File: src/inc/nptr_pkg.sv
// nptr_pkg: constants and types shared by the nand pointer page-read host controller
package nptr_pkg;
  // **************************************************************
  // command bytes
  // **************************************************************
  localparam logic [7:0] NPTR_CMD_MAIN = 8'h00;
  localparam logic [7:0] NPTR_CMD_HALF = 8'h01;
  localparam logic [7:0] NPTR_CMD_SPARE = 8'h50;
  localparam logic [7:0] NPTR_CMD_LOAD = 8'h80;
  localparam logic [7:0] NPTR_CMD_CONFIRM = 8'h10;
  localparam logic [7:0] NPTR_CMD_STATUS = 8'h70;
  // **************************************************************
  // timing, in ns and derived cycles
  // **************************************************************
  localparam int NPTR_CLK_NS = 10;
  localparam int NPTR_T_WP_NS = 25;
  localparam int NPTR_T_WH_NS = 20;
  localparam int NPTR_T_REA_NS = 30;
  localparam int NPTR_T_REH_NS = 15;
  localparam int NPTR_T_WB_NS = 100;
  localparam int NPTR_T_CEH_NS = 100;
  localparam int NPTR_SYNC_CYC = 2;
  localparam int NPTR_WP_CYC = (NPTR_T_WP_NS + NPTR_CLK_NS - 1) / NPTR_CLK_NS;
  localparam int NPTR_WH_CYC = (NPTR_T_WH_NS + NPTR_CLK_NS - 1) / NPTR_CLK_NS;
  localparam int NPTR_REA_CYC = (NPTR_T_REA_NS + NPTR_CLK_NS - 1) / NPTR_CLK_NS;
  localparam int NPTR_RE_LOW_CYC = NPTR_REA_CYC + NPTR_SYNC_CYC + 2;
  localparam int NPTR_REH_CYC = (NPTR_T_REH_NS + NPTR_CLK_NS - 1) / NPTR_CLK_NS;
  localparam int NPTR_WB_CYC = (NPTR_T_WB_NS + NPTR_CLK_NS - 1) / NPTR_CLK_NS + NPTR_SYNC_CYC;
  localparam int NPTR_CEH_CYC = (NPTR_T_CEH_NS + NPTR_CLK_NS - 1) / NPTR_CLK_NS;
  // **************************************************************
  // page geometry
  // **************************************************************
  localparam logic [9:0] NPTR_BASE_HALF = 10'h100;
  localparam logic [9:0] NPTR_BASE_SPARE8 = 10'h200;
  localparam logic [9:0] NPTR_BASE_SPARE16 = 10'h100;
  localparam logic [9:0] NPTR_LAST_MAIN8 = 10'h1ff;
  localparam logic [9:0] NPTR_LAST_ALL8 = 10'h20f;
  localparam logic [9:0] NPTR_LAST_MAIN16 = 10'h0ff;
  localparam logic [9:0] NPTR_LAST_ALL16 = 10'h107;
  localparam logic [7:0] NPTR_SPARE_MASK8 = 8'h0f;
  localparam logic [7:0] NPTR_SPARE_MASK16 = 8'h07;
  localparam logic [4:0] NPTR_LAST_PG_IN_BLK = 5'h1f;
  localparam int NPTR_PG_BITS = 5;
  // pointer area requested by the user
  typedef enum logic [1:0] {NPTR_AREA_A, NPTR_AREA_B, NPTR_AREA_C} nptr_area_t;
endpackage : nptr_pkg

File: src/hdl/nptr_buf2.sv
// nptr_buf2: two-entry valid/ready buffer on the read data path
`timescale 1ns/100ps
`default_nettype none
module nptr_buf2 #(
  parameter int W = 16
) (
  // clock and reset
  input wire logic mclk,
  input wire logic rst_n,
  // fill side
  input wire logic in_valid,
  output logic in_ready,
  input wire logic [W-1:0] in_data,
  // drain side
  output logic out_valid,
  input wire logic out_ready,
  output logic [W-1:0] out_data
);
  logic [1:0] cnt_r, cnt_nxt;
  logic [W-1:0] head_r, head_nxt, tail_r, tail_nxt;
  logic push, pop;

  if (W < 1) begin : g_chk
    $error("nptr_buf2: width must be positive");
  end

  assign in_ready = (cnt_r != 2'h2);
  assign out_valid = (cnt_r != 2'h0);
  assign out_data = head_r;
  assign push = in_valid && in_ready;
  assign pop = out_valid && out_ready;

  // next occupancy and entries
  always_comb begin
    cnt_nxt = cnt_r;
    head_nxt = head_r;
    tail_nxt = tail_r;
    if (push && !pop) begin
      cnt_nxt = cnt_r + 2'h1;
    end else if (pop && !push) begin
      cnt_nxt = cnt_r - 2'h1;
    end
    if (pop) begin
      head_nxt = (cnt_r == 2'h2) ? tail_r : in_data;
    end else if (push && cnt_r == 2'h0) begin
      head_nxt = in_data;
    end
    if (push && ((cnt_r == 2'h1 && !pop) || (cnt_r == 2'h2))) begin
      tail_nxt = in_data;
    end
  end

  // registers
  always_ff @(posedge mclk) begin
    if (!rst_n) begin
      cnt_r <= 2'h0;
      head_r <= '0;
      tail_r <= '0;
    end else begin
      cnt_r <= cnt_nxt;
      head_r <= head_nxt;
      tail_r <= tail_nxt;
    end
  end
endmodule : nptr_buf2
`default_nettype wire

File: src/hdl/nptr_host.sv
// nptr_host: host-side controller driving the nand flash pins for pointer, read and program
`timescale 1ns/100ps
`default_nettype none
module nptr_host #(
  parameter int WIDE = 0,
  parameter bit SEQ_ROW = 1'b1,
  parameter bit SPARE_PIN_LOW = 1'b1
) (
  // clock and reset
  input wire logic mclk,
  input wire logic rst_n,
  // command request
  input wire logic cmd_valid,
  output logic cmd_ready,
  input wire logic cmd_prog,
  input wire nptr_pkg::nptr_area_t cmd_area,
  input wire logic [7:0] cmd_col,
  input wire logic [15:0] cmd_page,
  input wire logic [9:0] cmd_len,
  // command outcome
  output logic cmd_done,
  output logic cmd_err,
  output logic prog_fail_r,
  output logic [10:0] bad_blk_r,
  output logic bad_vld_r,
  // write data
  input wire logic wr_valid,
  output logic wr_ready,
  input wire logic [15:0] wr_data,
  // read data
  output logic rd_valid,
  input wire logic rd_ready,
  output logic [15:0] rd_data,
  // flash pins
  output logic ce_n_r,
  output logic cle_r,
  output logic ale_r,
  output logic we_n_r,
  output logic re_n_r,
  output logic [15:0] io_out_r,
  output logic io_oe_n_r,
  input wire logic [15:0] io_in,
  input wire logic rb
);
  import nptr_pkg::*;

  typedef enum logic [3:0] {
    S_IDLE, S_PTR, S_LOAD, S_ADDR, S_WGET, S_WDATA, S_CONF, S_TWB, S_BUSY,
    S_STAT, S_RGAP, S_RD, S_RESTORE, S_CEH
  } nptr_st_t;

  localparam logic [15:0] DMASK = (WIDE == 1) ? 16'hffff : 16'h00ff;

  if (WIDE != 0 && WIDE != 1) begin : g_chk
    $error("nptr_host: WIDE must be 0 (byte) or 1 (word)");
  end

  // **************************************************************
  // pin synchronisers
  // **************************************************************
  logic [15:0] io_m_r, io_s_r;
  logic rb_m_r, rb_s_r;
  always_ff @(posedge mclk) begin
    if (!rst_n) begin
      io_m_r <= 16'h0000;
      io_s_r <= 16'h0000;
      rb_m_r <= 1'b0;
      rb_s_r <= 1'b0;
    end else begin
      io_m_r <= io_in;
      io_s_r <= io_m_r;
      rb_m_r <= rb;
      rb_s_r <= rb_m_r;
    end
  end

  // **************************************************************
  // sequencer state
  // **************************************************************
  nptr_st_t st_r, st_nxt;
  logic ph_r, ph_nxt;
  logic [3:0] cnt_r, cnt_nxt;
  logic [1:0] acnt_r, acnt_nxt;
  logic prog_r, prog_nxt, stat_r, stat_nxt;
  nptr_area_t area_r, area_nxt;
  logic [7:0] col_r, col_nxt;
  logic [9:0] pos_r, pos_nxt, len_r, len_nxt, wcnt_r, wcnt_nxt, last_col;
  logic [15:0] page_r, page_nxt, wdat_r, wdat_nxt;
  logic fail_nxt, bad_v_nxt;
  logic [10:0] bad_b_nxt;
  logic reject, wr_end, rd_low_end, rd_end, buf_in_valid, buf_in_ready;
  logic [7:0] ptr_cmd, mask_col;
  logic ce_n_nxt, cle_nxt, ale_nxt, we_n_nxt, re_n_nxt, oe_n_nxt;
  logic [15:0] io_nxt;

  // pointer command and spare start mask for the latched area
  always_comb begin
    ptr_cmd = NPTR_CMD_MAIN;
    mask_col = col_r;
    if (area_r == NPTR_AREA_B) begin
      ptr_cmd = NPTR_CMD_HALF;
    end else if (area_r == NPTR_AREA_C) begin
      ptr_cmd = NPTR_CMD_SPARE;
      mask_col = col_r & ((WIDE == 1) ? NPTR_SPARE_MASK16 : NPTR_SPARE_MASK8);
    end
    if (WIDE == 1) begin
      last_col = (area_r == NPTR_AREA_C || SPARE_PIN_LOW) ? NPTR_LAST_ALL16 : NPTR_LAST_MAIN16;
    end else begin
      last_col = (area_r == NPTR_AREA_C || SPARE_PIN_LOW) ? NPTR_LAST_ALL8 : NPTR_LAST_MAIN8;
    end
  end

  // refused requests: half pointer on word part, empty program, program to a known bad block
  assign reject = (WIDE == 1 && cmd_area == NPTR_AREA_B) || (cmd_prog && cmd_len == 10'h000)
    || (cmd_prog && bad_vld_r && cmd_page[15:NPTR_PG_BITS] == bad_blk_r);
  assign cmd_ready = (st_r == S_IDLE);
  assign cmd_err = (st_r == S_IDLE) && cmd_valid && reject;
  assign cmd_done = (st_r == S_CEH) && (cnt_r == 4'(NPTR_CEH_CYC - 1));
  assign wr_ready = (st_r == S_WGET);
  assign wr_end = ph_r && (cnt_r == 4'(NPTR_WH_CYC - 1));
  assign rd_low_end = !ph_r && (cnt_r == 4'(NPTR_RE_LOW_CYC - 1));
  assign rd_end = ph_r && (cnt_r == 4'(NPTR_REH_CYC - 1));
  assign buf_in_valid = (st_r == S_RD) && rd_low_end && !stat_r;

  // next-state logic of the sequencer
  always_comb begin
    st_nxt = st_r;
    ph_nxt = ph_r;
    cnt_nxt = cnt_r + 4'h1;
    acnt_nxt = acnt_r;
    prog_nxt = prog_r;
    stat_nxt = stat_r;
    area_nxt = area_r;
    col_nxt = col_r;
    pos_nxt = pos_r;
    len_nxt = len_r;
    wcnt_nxt = wcnt_r;
    page_nxt = page_r;
    wdat_nxt = wdat_r;
    fail_nxt = prog_fail_r;
    bad_v_nxt = bad_vld_r;
    bad_b_nxt = bad_blk_r;
    case (st_r)
      S_IDLE: begin
        cnt_nxt = 4'h0;
        ph_nxt = 1'b0;
        acnt_nxt = 2'h0;
        wcnt_nxt = 10'h000;
        stat_nxt = 1'b0;
        if (cmd_valid && !reject) begin
          prog_nxt = cmd_prog;
          area_nxt = cmd_area;
          col_nxt = cmd_col;
          page_nxt = cmd_page;
          len_nxt = cmd_len;
          fail_nxt = 1'b0;
          pos_nxt = {2'b00, cmd_col};
          if (cmd_area == NPTR_AREA_B) begin
            pos_nxt = NPTR_BASE_HALF + {2'b00, cmd_col};
          end else if (cmd_area == NPTR_AREA_C) begin
            pos_nxt = ((WIDE == 1) ? NPTR_BASE_SPARE16 : NPTR_BASE_SPARE8)
              + {2'b00, cmd_col & ((WIDE == 1) ? NPTR_SPARE_MASK16 : NPTR_SPARE_MASK8)};
          end
          st_nxt = S_PTR;
        end
      end
      S_PTR, S_LOAD, S_ADDR, S_WDATA, S_CONF, S_STAT, S_RESTORE: begin
        if (!ph_r && cnt_r == 4'(NPTR_WP_CYC - 1)) begin
          ph_nxt = 1'b1;
          cnt_nxt = 4'h0;
        end else if (wr_end) begin
          ph_nxt = 1'b0;
          cnt_nxt = 4'h0;
          case (st_r)
            S_PTR: st_nxt = prog_r ? S_LOAD : S_ADDR;
            S_LOAD: st_nxt = S_ADDR;
            S_ADDR: begin
              acnt_nxt = acnt_r + 2'h1;
              if (acnt_r == 2'h2) begin
                st_nxt = prog_r ? S_WGET : S_TWB;
              end
            end
            S_WDATA: st_nxt = (wcnt_r == len_r) ? S_CONF : S_WGET;
            S_CONF: st_nxt = S_TWB;
            S_STAT: begin
              stat_nxt = 1'b1;
              st_nxt = S_TWB;
            end
            default: st_nxt = S_CEH;
          endcase
        end
      end
      S_WGET: begin
        cnt_nxt = 4'h0;
        if (wr_valid) begin
          wdat_nxt = wr_data & DMASK;
          wcnt_nxt = wcnt_r + 10'h001;
          st_nxt = S_WDATA;
        end
      end
      S_TWB: begin
        if (cnt_r == 4'(NPTR_WB_CYC - 1)) begin
          st_nxt = S_BUSY;
        end
      end
      S_BUSY: begin
        cnt_nxt = 4'h0;
        if (rb_s_r) begin
          st_nxt = (prog_r && !stat_r) ? S_STAT : S_RGAP;
        end
      end
      S_RGAP: begin
        cnt_nxt = 4'h0;
        if (buf_in_ready) begin
          st_nxt = S_RD;
        end
      end
      S_RD: begin
        if (rd_low_end) begin
          ph_nxt = 1'b1;
          cnt_nxt = 4'h0;
          if (stat_r && io_s_r[0]) begin
            fail_nxt = 1'b1;
            bad_v_nxt = 1'b1;
            bad_b_nxt = page_r[15:NPTR_PG_BITS];
          end
        end else if (rd_end) begin
          ph_nxt = 1'b0;
          cnt_nxt = 4'h0;
          wcnt_nxt = wcnt_r + 10'h001;
          pos_nxt = pos_r + 10'h001;
          if (stat_r || wcnt_r + 10'h001 == len_r) begin
            st_nxt = (area_r == NPTR_AREA_C) ? S_RESTORE : S_CEH;
          end else if (pos_r != last_col) begin
            st_nxt = S_RGAP;
          end else if (SEQ_ROW && page_r[NPTR_PG_BITS-1:0] != NPTR_LAST_PG_IN_BLK) begin
            page_nxt = page_r + 16'h0001;
            pos_nxt = (area_r == NPTR_AREA_C) ? ((WIDE == 1) ? NPTR_BASE_SPARE16 : NPTR_BASE_SPARE8)
              : 10'h000;
            st_nxt = S_TWB;
          end else begin
            st_nxt = (area_r == NPTR_AREA_C) ? S_RESTORE : S_CEH;
          end
        end
      end
      S_CEH: begin
        if (cmd_done) begin
          st_nxt = S_IDLE;
        end
      end
      default: st_nxt = S_IDLE;
    endcase
  end

  // pin values for the coming cycle, from the next state
  always_comb begin
    ce_n_nxt = (st_nxt == S_IDLE) || (st_nxt == S_CEH);
    cle_nxt = (st_nxt == S_PTR) || (st_nxt == S_LOAD) || (st_nxt == S_CONF) || (st_nxt == S_STAT)
      || (st_nxt == S_RESTORE);
    ale_nxt = (st_nxt == S_ADDR);
    oe_n_nxt = !(cle_nxt || ale_nxt || st_nxt == S_WDATA);
    we_n_nxt = oe_n_nxt || ph_nxt;
    re_n_nxt = !(st_nxt == S_RD && !ph_nxt);
    case (st_nxt)
      S_PTR: io_nxt = {8'h00, ptr_cmd};
      S_LOAD: io_nxt = {8'h00, NPTR_CMD_LOAD};
      S_CONF: io_nxt = {8'h00, NPTR_CMD_CONFIRM};
      S_STAT: io_nxt = {8'h00, NPTR_CMD_STATUS};
      S_RESTORE: io_nxt = {8'h00, NPTR_CMD_MAIN};
      S_WDATA: io_nxt = wdat_nxt;
      S_ADDR: begin
        case (acnt_nxt)
          2'h0: io_nxt = {8'h00, mask_col};
          2'h1: io_nxt = {8'h00, page_r[7:0]};
          default: io_nxt = {8'h00, page_r[15:8]};
        endcase
      end
      default: io_nxt = 16'h0000;
    endcase
  end

  // sequencer and pin registers
  always_ff @(posedge mclk) begin
    if (!rst_n) begin
      st_r <= S_IDLE;
      ph_r <= 1'b0;
      cnt_r <= 4'h0;
      acnt_r <= 2'h0;
      prog_r <= 1'b0;
      stat_r <= 1'b0;
      area_r <= NPTR_AREA_A;
      col_r <= 8'h00;
      pos_r <= 10'h000;
      len_r <= 10'h000;
      wcnt_r <= 10'h000;
      page_r <= 16'h0000;
      wdat_r <= 16'h0000;
      prog_fail_r <= 1'b0;
      bad_vld_r <= 1'b0;
      bad_blk_r <= 11'h000;
      ce_n_r <= 1'b1;
      cle_r <= 1'b0;
      ale_r <= 1'b0;
      we_n_r <= 1'b1;
      re_n_r <= 1'b1;
      io_out_r <= 16'h0000;
      io_oe_n_r <= 1'b1;
    end else begin
      st_r <= st_nxt;
      ph_r <= ph_nxt;
      cnt_r <= cnt_nxt;
      acnt_r <= acnt_nxt;
      prog_r <= prog_nxt;
      stat_r <= stat_nxt;
      area_r <= area_nxt;
      col_r <= col_nxt;
      pos_r <= pos_nxt;
      len_r <= len_nxt;
      wcnt_r <= wcnt_nxt;
      page_r <= page_nxt;
      wdat_r <= wdat_nxt;
      prog_fail_r <= fail_nxt;
      bad_vld_r <= bad_v_nxt;
      bad_blk_r <= bad_b_nxt;
      ce_n_r <= ce_n_nxt;
      cle_r <= cle_nxt;
      ale_r <= ale_nxt;
      we_n_r <= we_n_nxt;
      re_n_r <= re_n_nxt;
      io_out_r <= io_nxt;
      io_oe_n_r <= oe_n_nxt;
    end
  end

  // **************************************************************
  // read data buffer
  // **************************************************************
  nptr_buf2 #(.W(16)) u_buf (
    .mclk(mclk),
    .rst_n(rst_n),
    .in_valid(buf_in_valid),
    .in_ready(buf_in_ready),
    .in_data(io_s_r & DMASK),
    .out_valid(rd_valid),
    .out_ready(rd_ready),
    .out_data(rd_data)
  );

  // **************************************************************
  // checks
  // **************************************************************
  logic [7:0] prev_cmd_r;
  // last command byte completed on the bus
  always_ff @(posedge mclk) begin
    if (!rst_n) begin
      prev_cmd_r <= 8'h00;
    end else if (cle_r && !we_n_r && we_n_nxt) begin
      prev_cmd_r <= io_out_r[7:0];
    end
  end
endmodule : nptr_host
`default_nettype wire

File: config.mk
export PLATFORM = sky130hd
export DESIGN_NAME = nptr_host
export DESIGN_NICKNAME = d
export VERILOG_FILES = /design/src/inc/nptr_pkg.sv /design/src/hdl/nptr_buf2.sv /design/src/hdl/nptr_host.sv
export SDC_FILE = /design/constraint.sdc
export NUM_CORES = 1
export LEC_CHECK = 0
export ABC_AREA = 1
export BUFFER_PORTS_ARGS = -buffer_cell sky130_fd_sc_hd__buf_2
export CORE_MARGIN = 8
export CORE_UTILIZATION = 50
export CTS_CLUSTER_DIAMETER = 120
export DETAILED_ROUTE_END_ITERATION = 8
export PLACE_DENSITY = 0.72
export SLEW_MARGIN = 20
export SYNTH_ARGS = -nofsm -noshare
export SYNTH_HDL_FRONTEND = slang
export SYNTH_HIERARCHICAL = 1
export SYNTH_SLANG_ARGS = --single-unit
export TNS_END_PERCENT = 100
File: constraint.sdc
create_clock -name mclk -period 2.5 [get_ports mclk]
set_input_delay 0.375 -clock mclk [delete_from_list [all_inputs] [get_ports mclk]]
set_output_delay 0.375 -clock mclk [all_outputs]
set_load 0.01 [all_outputs]
==> flow_summary.toml, run 1 <==
[run_status]
status = "finished, final reports clean"

[global_route]
grt_pass1_vias = 7634
overflow = 0
grt_max_degree = 65
grt_antenna_before_repair = 1
grt_pass1_wl_um = 36200
grt_usage = 0.202

[sta]
rsz0062_at_grt = "yes"
worstMarginPinSlew_ns = 0.541
period_share = 0.967
finalSetupTns_ns = 0
timing.slew.headroom = 0.638
finalMaxSlewViolations = 0
timing.fmax_mhz = 414
skew_ns = 0.00842
finalSetupViolCount = 0
final_hold_viol_count = 0
period_minus_slack_ns = 2.42

[place]
dp_cells = 1573
place.gp.congestion = 0.909
port-buffer-count = 114
dp.final_hpwl_um = 16200

[floorplanning]
rows = 48
dieArea_mm2 = 0.0217
boundaryPins = 131
start_util = 0.505
die_h_um = 147
core_mm2 = 0.0171
die_w_um = 147

[critical_path]
crit_family = "simple AND/OR/NAND/NOR gates"
start_kind = "flip-flop"
crit_fanout = 7
path_buf_inv = 2
slowest_stage = "dfxtp_2"
critical_path_class = "reg2reg"
arrival_ns = 2.74
worst_path_largest_cell_delay_ns = 0.36
end_kind = "flip-flop"
path_cells = "ha_4 > nand2_4 > nor2_4 > nor2_2 > nor2_1 > nand2_1 > nor2_2 > nand3_2 > nand2_2 > nand2_2 > nand2_2 > nand2_2 > nand2_4 > nand2_4 > nand2_4 > nor2_8 > buf_4 > o21ai_2 > nand3_1 > nand2_1 > inv_1"
critPathRequiredTime_ns = 2.82

[clock_network]
root_buffer = "clkbuf_16"
hold_buffers = 0
htree_num_levels = 4
cts_buffers = 17
clk_pin_slew_ns = 0.07
clock_latency_ns = 0.42
clockBufferDepth = 2
cts_tree = "done"
cts.sinks = 172

[synthesis]
yosysTopAreaCell = "dfxtp_1"
yosysMostFrequentCell = "nand2_1"
synth_common_cells = "nand2_1, dfxtp_1, inv_1, nor2_1, a21oi_1"
yosysWarnings = 6
ys_ff_latch = 172
synth_flop_cell = "dfxtp_1"
seq_area_frac_synth = 0.400
synthArstFlopShare = 0
synth_area_mm2 = 0.00861
syn_avg_cell_area_um2 = 7.06
synth-edff-count = 0
synth_cell_types = 47
synth_top_area_frac = 0.400
synth_area_leaders = "dfxtp_1, nand2_1, inv_1"
synth_cells = 1219

[routing]
wirelength_um = 22900
vias = 8291
wl_per_cell_um = 14.2
viasPerCell = 5.15
postRouteAntennaNets = 0
post-route-drc-count = 0
drt-initial-drc-count = 710
drt_first_pass_iters = 5

[power]
ir_worst_vdd_mv = 0.482
leakagePower_nw = 5.01
power.density_mw_per_mm2 = 646
finalPower_mw = 6.80

[final_layout]
post-route-util = 0.617
drive_gt1_frac = 0.219
stdcell_count = 1611
num-nets-final = 1460
area_growth_pct = 22.3
diodes = 0

[min_path]
worstHoldPathType = "in2reg"

[job]
max-cap-violations = 0
[layer usage]
layer  up-vias  GRT usage  routed length, um
met4         2     0.0678                308
li1       4242          -                  -
met5         -          0                 10
met2       233      0.337              11100
met3        28     0.0468               1150
met1      3786      0.252              10300
[sequential cells by signal, summed over array words and instances, names as in the netlist, 2 cells and up]
| name | cells |
|---|---|
| io_s_r | 8 |
| u_buf/cnt_r | 2 |
| io_m_r | 8 |
| bad_blk_r | 11 |
| st_r | 4 |
| col_r | 8 |
| io_out_r | 16 |
| u_buf/out_data | 16 |
| pos_r | 10 |
| wdat_r | 16 |
| cnt_r | 4 |
| page_r | 16 |
| acnt_r | 2 |
| wcnt_r | 10 |
| len_r | 10 |
| area_r | 2 |
| u_buf/tail_r | 16 |
[report_power, final]
group,total (mW),internal (mW),leakage [nW],switching [mW]
clock,2.64,1.53,0.285,1.11
combinational,1.16,0.419,3.32,0.741
sequential,3.00,2.90,1.41,0.100
total,6.80,4.86,5.01,1.95
[worst reg2reg max path: cells and delay by family (launching register included)]
| kind | cells | cell delay, ns |
|---|---|---|
| adder cells (fa/ha/maj) | 1 | 0.16 |
| buffers and inverters | 2 | 0.17 |
| AO/OA/AOI/OAI | 1 | 0.04 |
| flip-flops | 1 | 0.36 |
| AND/OR/NAND/NOR | 17 | 1.58 |
[worst paths after layout]
| path | end | slack, ns | depth (start not counted) | startpoint |
|---|---|---|---|---|
| worst max-delay path | io_out_r[0] | 0.08 | 21 | wcnt_r[1] |
| worst min-delay path | io_m_r[1] | 0.13 | 3 | io_in[1] |
| worst max register to register | io_out_r[0] | 0.08 | 21 | wcnt_r[1] |
| worst min register to register | io_s_r[3] | 0.41 | 2 | io_m_r[3] |
[per-stage QoR]
| stage | cell area [um^2] | hold WS [ns] | setup slack [ns] |
|---|---|---|---|
| CTS | 10200 | 0.113 | 0.0247 |
| global route | 10500 | 0.112 | -0.0886 |
| finish | 10500 | 0.128 | 0.0829 |
| floorplan | 8660 | 0.390 | 0.309 |
| detailed placement | 9660 | 0.397 | 0.00583 |
| global placement | 9660 | 0.393 | 0.0772 |
[final cells by class]
cell class                 instances  area [um^2]
fill                            1577         6530
sequential                       172         3450
timing repair buffer             167         1000
multi-input combinational        851         4580
inverter                         165          624
tap                              225          282
clock buffer                      20          457
clock inverter                    11          131
[timing repair]
item | in CTS | in global routing
resized for setup | 1 | 74
buffers inserted | 0 | 7
pin swaps | 0 | 17
endpoints found under the setup margin | 3 | 39
gates cloned | 0 | 0
[layout by cell type, fill, tap and decap left out, types with 4 or more instances in the layout]
cell type and instances:
a211oi_1 5, a21oi_1 82, a221oi_1 4, a31oi_1 18
buf_2 114, buf_4 48, clkbuf_16 17, conb_1 16
dfxtp_1 165, dfxtp_2 7, ha_1 10, inv_1 148
inv_2 13, mux2i_1 8, nand2_1 248, nand2_2 18
nand2_4 12, nand3_1 73, nand3_2 4, nand3b_1 19
nand4_1 21, nor2_1 120, nor2_2 13, nor2_4 10
nor3_1 10, nor4_1 8, o211ai_1 4, o21ai_0 61
o21ai_1 17, o21ai_2 4, o22ai_1 6, or2_2 5
xnor2_1 7, xor2_1 19
[kinds of logic (layout without fill, tap and decap cells)]
family / Yosys count / count (layout) / share of synthesized area
AO/OA/AOI/OAI: 213 / 213 / 0.137
XOR/XNOR: 27 / 27 / 0.0275
adder cells (fa/ha/maj): 11 / 11 / 0.0160
buffers and inverters: 211 / 363 / 0.0991
flip-flops: 172 / 172 / 0.400
multiplexers: 8 / 8 / 0.00930
other: 1 / 16 / 0.000436
AND/OR/NAND/NOR: 576 / 576 / 0.311
Power figures use the tool's default switching activity.
==> run 2: changes to the inputs <==
CTS_BUF_LIST = sky130_fd_sc_hd__clkbuf_4 sky130_fd_sc_hd__clkbuf_8   (was unset)
==> run 2 against run 1 <==
Net effect:
- core utilization fell by 1.2 points
- sequential cell count unchanged
- cell count decreased by 0.12%
- global-route usage fell by 0.19 points
- non-clock buffer count fell by 2
- first-iteration DRC count rose by 9.3%
- highest routed layer unchanged
==> flow_summary.toml, run 2 (synthesis gave the netlist of run 1 again) <==
[run_status]
status = "finished, final reports clean"

[critical_path]
reg2reg_from = "st_r[2]"
cp.depth = 8
arrival_ns = 2.05
reg2regPathDepth = 17
r2r_slack_ns = 0.09
start_kind = "flip-flop"
crit_family = "simple AND/OR/NAND/NOR gates"
critical_path_class = "reg2out"
path_buf_inv = 1
crit_fanout = 3
path_cells = "xnor2_2 > nand3_2 > nor4_4 > nand2_2 > nand2_2 > nand2_4 > nor3_4 > buf_2"
cp-endpoint = "cmd_err"
critPathRequiredTime_ns = 2.12
end_kind = "primary output"
slowest_stage = "dfxtp_4"
worst_path_largest_cell_delay_ns = 0.37
startpoint = "bad_blk_r[6]"
path_common_cell = "nand2_2"
r2r-end = "io_out_r[0]"

[global_route]
grt_pass1_wl_um = 35900
overflow = 0
grt_usage = 0.200
grt_max_degree = 65
grt_pass1_vias = 7604
grt_antenna_before_repair = 1

[routing]
drt-initial-drc-count = 776
vias = 8266
postRouteAntennaNets = 0
viasPerCell = 5.14
wirelength_um = 22400
wl_per_cell_um = 13.9
drt_first_pass_iters = 5
post-route-drc-count = 0

[final_layout]
diodes = 0
final_common_cell = "nand2_1"
stdcell_count = 1609
multi_input_area_mm2 = 0.00459
area_growth_pct = 20.0
post-route-util = 0.606
final_cell_mix = "nand2_1, dfxtp_1, inv_1, nor2_1, buf_2"
fillers = 1617
regArea_mm2 = 0.00346
drive_gt1_frac = 0.223
num-nets-final = 1458
final_area_mm2 = 0.0103

[sta]
finalMaxSlewViolations = 0
worstMarginPinSlew_ns = 0.536
finalSetupTns_ns = 0
period_minus_slack_ns = 2.42
skew_ns = 0.0124
rsz0062_at_grt = "yes"
timing.slew.headroom = 0.641
final_hold_viol_count = 0
period_share = 0.968
finalSetupViolCount = 0
layout_setup_ws_ns = 0.0796
timing.fmax_mhz = 413

[floorplanning]
die_w_um = 147
core_mm2 = 0.0171
die_h_um = 147
boundaryPins = 131
dieArea_mm2 = 0.0217
rows = 48
start_util = 0.505

[place]
placedInstanceArea_mm2 = 0.00966
dp_cells = 1573
dp.final_hpwl_um = 16200
place.gp.congestion = 0.909
dp_slack_ns = 0.00583
port-buffer-count = 114

[clock_network]
clock_latency_ns = 0.46
cts_tree = "done"
hold_buffers = 0
root_buffer = "clkbuf_8"
clockBufferDepth = 2
cts.sinks = 172
htree_num_levels = 4
clk_pin_slew_ns = 0.09
cts_buffers = 17

[power]
ir_worst_vdd_mv = 0.480
power.density_mw_per_mm2 = 594
leakagePower_nw = 4.91

[min_path]
worstHoldPathType = "in2reg"
hold_depth = 3

[job]
max-cap-violations = 0
[run 2: cell count changes in the layout (fill, tap and decap cells not counted), sizes merged]
cell,previous run,this run
buf,167,165
[run 2: repair_timing]
action	4_1_cts	5_1_grt
setup endpoints to repair	2	39
pin swaps	0	26
gates cloned	0	0
gates resized for setup	1	78
setup buffers	0	5
[run 2: cell type report]
class,instances,area share
timing repair buffer,165,0.0954
clock buffer,20,0.0260
multi-input combinational,851,0.444
tap,225,0.0272
sequential,172,0.335
clock inverter,11,0.0127
inverter,165,0.0602
[run 2: worst reg2reg max path: stages, from the launching register on]
cell and delay (ns):
dfxtp_1 0.35, inv_1 0.13, nor2_1 0.07, inv_1 0.14, nor2_1 0.08, nand2_1 0.07, nand2_1 0.07, a221oi_1 0.31
nand3_1 0.20, a21oi_4 0.29, nand2_4 0.10, nand2_4 0.11, nor2_8 0.06, buf_4 0.13, o21ai_2 0.04, nand3_1 0.07
nand2_1 0.06, inv_1 0.04
[run 2: worst min path at each step]
stage / from / end / slack, ns
after floorplan: io_m_r[0] / io_s_r[0] / 0.39
after global placement: io_m_r[1] / io_s_r[1] / 0.39
after detailed placement: io_m_r[2] / io_s_r[2] / 0.40
after CTS: io_in[1] / io_m_r[1] / 0.06
after global routing: io_in[1] / io_m_r[1] / 0.06
final: rb / rb_m_r / 0.09
[run 2: per-stage QoR]
step / hold WS (ns) / total power [mW]
5_1_grt: 0.0610 / 6.47
3_5_place_dp: 0.397 / 4.19
4_1_cts: 0.0571 / 6.17
3_3_place_gp: 0.393 / 4.17
2_1_floorplan: 0.390 / 3.86
6_report: 0.0877 / 6.14
[run 2: power breakdown]
part,switching [mW],internal [mW]
Combinational,0.739,0.418
Clock,1.03,0.960
Sequential,0.0998,2.90
[run 2: per-layer routing]
layer,track usage,vias to the layer above,routed length (um)
met5,0,-,10
met4,0.0775,2,466
met3,0.0409,42,1100
met2,0.334,205,10800
met1,0.249,3770,10100
li1,-,4247,-
==> run 3: changes to the inputs <==
PLACE_DENSITY = 0.78   (was 0.72)
==> run 3 against run 2 <==
Net effect:
- die area stayed put
- worst setup slack worse by 0.0068 ns
- clock power is 7% higher
- register-to-register slack worse by 0.02 ns
- cell count is 0.12% higher
- via count is 0.63% higher
- final area is 0.69% higher
- global-route usage is 0.31 points higher
- combinational power hardly changed
- clock skew is 0.0018 ns lower
- first-iteration DRC count is 5.2% lower
- sequential power hardly changed
- largest power group unchanged
==> flow_summary.toml, run 3 (synthesis gave the netlist of run 1 again) <==
[floorplanning]
start_util = 0.505
core_mm2 = 0.0171
dieArea_mm2 = 0.0217
rows = 48
die_w_um = 147
die_h_um = 147
boundaryPins = 131

[critical_path]
critPathRequiredTime_ns = 2.83
crit_fanout = 3
arrival_ns = 2.75
end_kind = "flip-flop"
start_kind = "flip-flop"
reg2reg_from = "wcnt_r[1]"
critical_path_class = "reg2reg"
startpoint = "wcnt_r[1]"

[place]
dp.final_hpwl_um = 16700
port-buffer-count = 114
place.gp.congestion = 0.905
placedInstanceArea_mm2 = 0.00959

[clock_network]
clock_latency_ns = 0.46
cts.sinks = 172
cts_buffers = 17
htree_num_levels = 4
clockBufferDepth = 2
clk_pin_slew_ns = 0.10
cts_tree = "done"
root_buffer = "clkbuf_8"

[power]
leakagePower_nw = 4.93
combPwrFrac = 0.187
p_int_mw = 4.37
p_sw_mw = 1.93
ir_worst_vdd_mv = 0.463
seqPwrFrac = 0.476
power.density_mw_per_mm2 = 605
clkPwrFrac = 0.338
swShare = 0.306

[routing]
viasPerCell = 5.16
vias = 8318
wirelength_um = 23200
drt-initial-drc-count = 736
drt_first_pass_iters = 6
postRouteAntennaNets = 0
wl_per_cell_um = 14.4
post-route-drc-count = 0

[sta]
skew_ns = 0.0107
timing.slew.headroom = 0.661
rsz0062_at_grt = "yes"
finalMaxSlewViolations = 0
final_hold_viol_count = 0
timing.fmax_mhz = 412
period_minus_slack_ns = 2.43
period_share = 0.971
finalSetupViolCount = 0
worstMarginPinSlew_ns = 0.506
hold-worst-slack_ns = 0.0928

[global_route]
grt_pass1_vias = 7553
met1_usage = 0.248
grt_pass1_wl_um = 36400
grt_usage = 0.204
met3_usage = 0.0498
overflow = 0
grt_max_degree = 53
grt_antenna_before_repair = 0
grt_busiest_layer = "met2"
met2_usage = 0.346

[final_layout]
final_area_mm2 = 0.0104
area_growth_pct = 20.9
final_common_cell = "nand2_1"
final_cell_mix = "nand2_1, dfxtp_1, inv_1, nor2_1, buf_2"
drive_gt1_frac = 0.224
diodes = 0
num-nets-final = 1459

[min_path]
worstHoldPathType = "in2reg"
hp-start = "io_in[7]"

[job]
max-cap-violations = 0

[run_status]
status = "finished, final reports clean"
==> run 3: worst paths after layout <==
check                            endpoint  cells after the start  slack, ns
worst max register to register     re_n_r                     17       0.07
worst max-delay path               re_n_r                     17       0.07
worst min-delay path            io_m_r[7]                      3       0.09
worst min register to register  io_s_r[3]                      2       0.41
==> run 3: worst max-delay path: stages, from the launching register on <==
cell     delay (ns)
dfxtp_4        0.37
ha_4           0.18
buf_4          0.14
inv_1          0.09
nor2_1         0.05
nor2_1         0.09
nand2_1        0.08
nor2_2         0.12
nand3_2        0.12
nand2_2        0.10
inv_2          0.05
nand2_2        0.06
nand2_2        0.07
nand2_4        0.10
buf_4          0.12
inv_1          0.06
nor3_1         0.34
nand3_1        0.14
==> run 3: cell type report <==
type / instances / area, um^2
flip-flops and latches: 172 / 3470
repair buffers: 166 / 976
well taps: 225 / 282
multi-input cells: 851 / 4620
fillers: 1553 / 6650
clock buffers: 19 / 255
inverters: 165 / 624
clock inverters: 13 / 180
==> run 3: per-stage QoR <==
step | power (mW) | setup TNS, ns | util | setup slack (ns) | cells
detailed placement | 4.19 | 0 | 0.562 | 0.0183 | 1568
global route | 6.58 | -0.312 | 0.610 | -0.0722 | 1611
CTS | 6.30 | 0 | 0.589 | 0.0136 | 1600
global placement | 4.16 | 0 | 0.562 | 0.0465 | 1568
finish | 6.30 | 0 | 0.610 | 0.0728 | 1611
floorplan | 3.86 | 0 | - | 0.309 | 1234
==> run 3: what timing repair did <==
action                     CTS  global route
pin swaps                    2            30
hold endpoints to repair     0             0
gates resized for setup      6            73
buffers inserted             0            11
setup endpoints to repair    2            65
hold buffers                 0             0
==> run 3: per-layer routing <==
layer	vias up	part of all wire
met1	3776	0.44
met5	-	0
met4	0	0.018
li1	4255	-
met2	249	0.49
met3	38	0.057
==> run 3: power groups by stage <==
stage                     logic (mW)  clock network [mW]  registers [mW]
after floorplan                0.789                   0            3.07
after global placement          1.10                   0            3.05
after detailed placement        1.13                   0            3.06
after CTS                       1.14                2.17            3.00
after global routing            1.31                2.26            3.01
final                           1.18                2.13            3.00
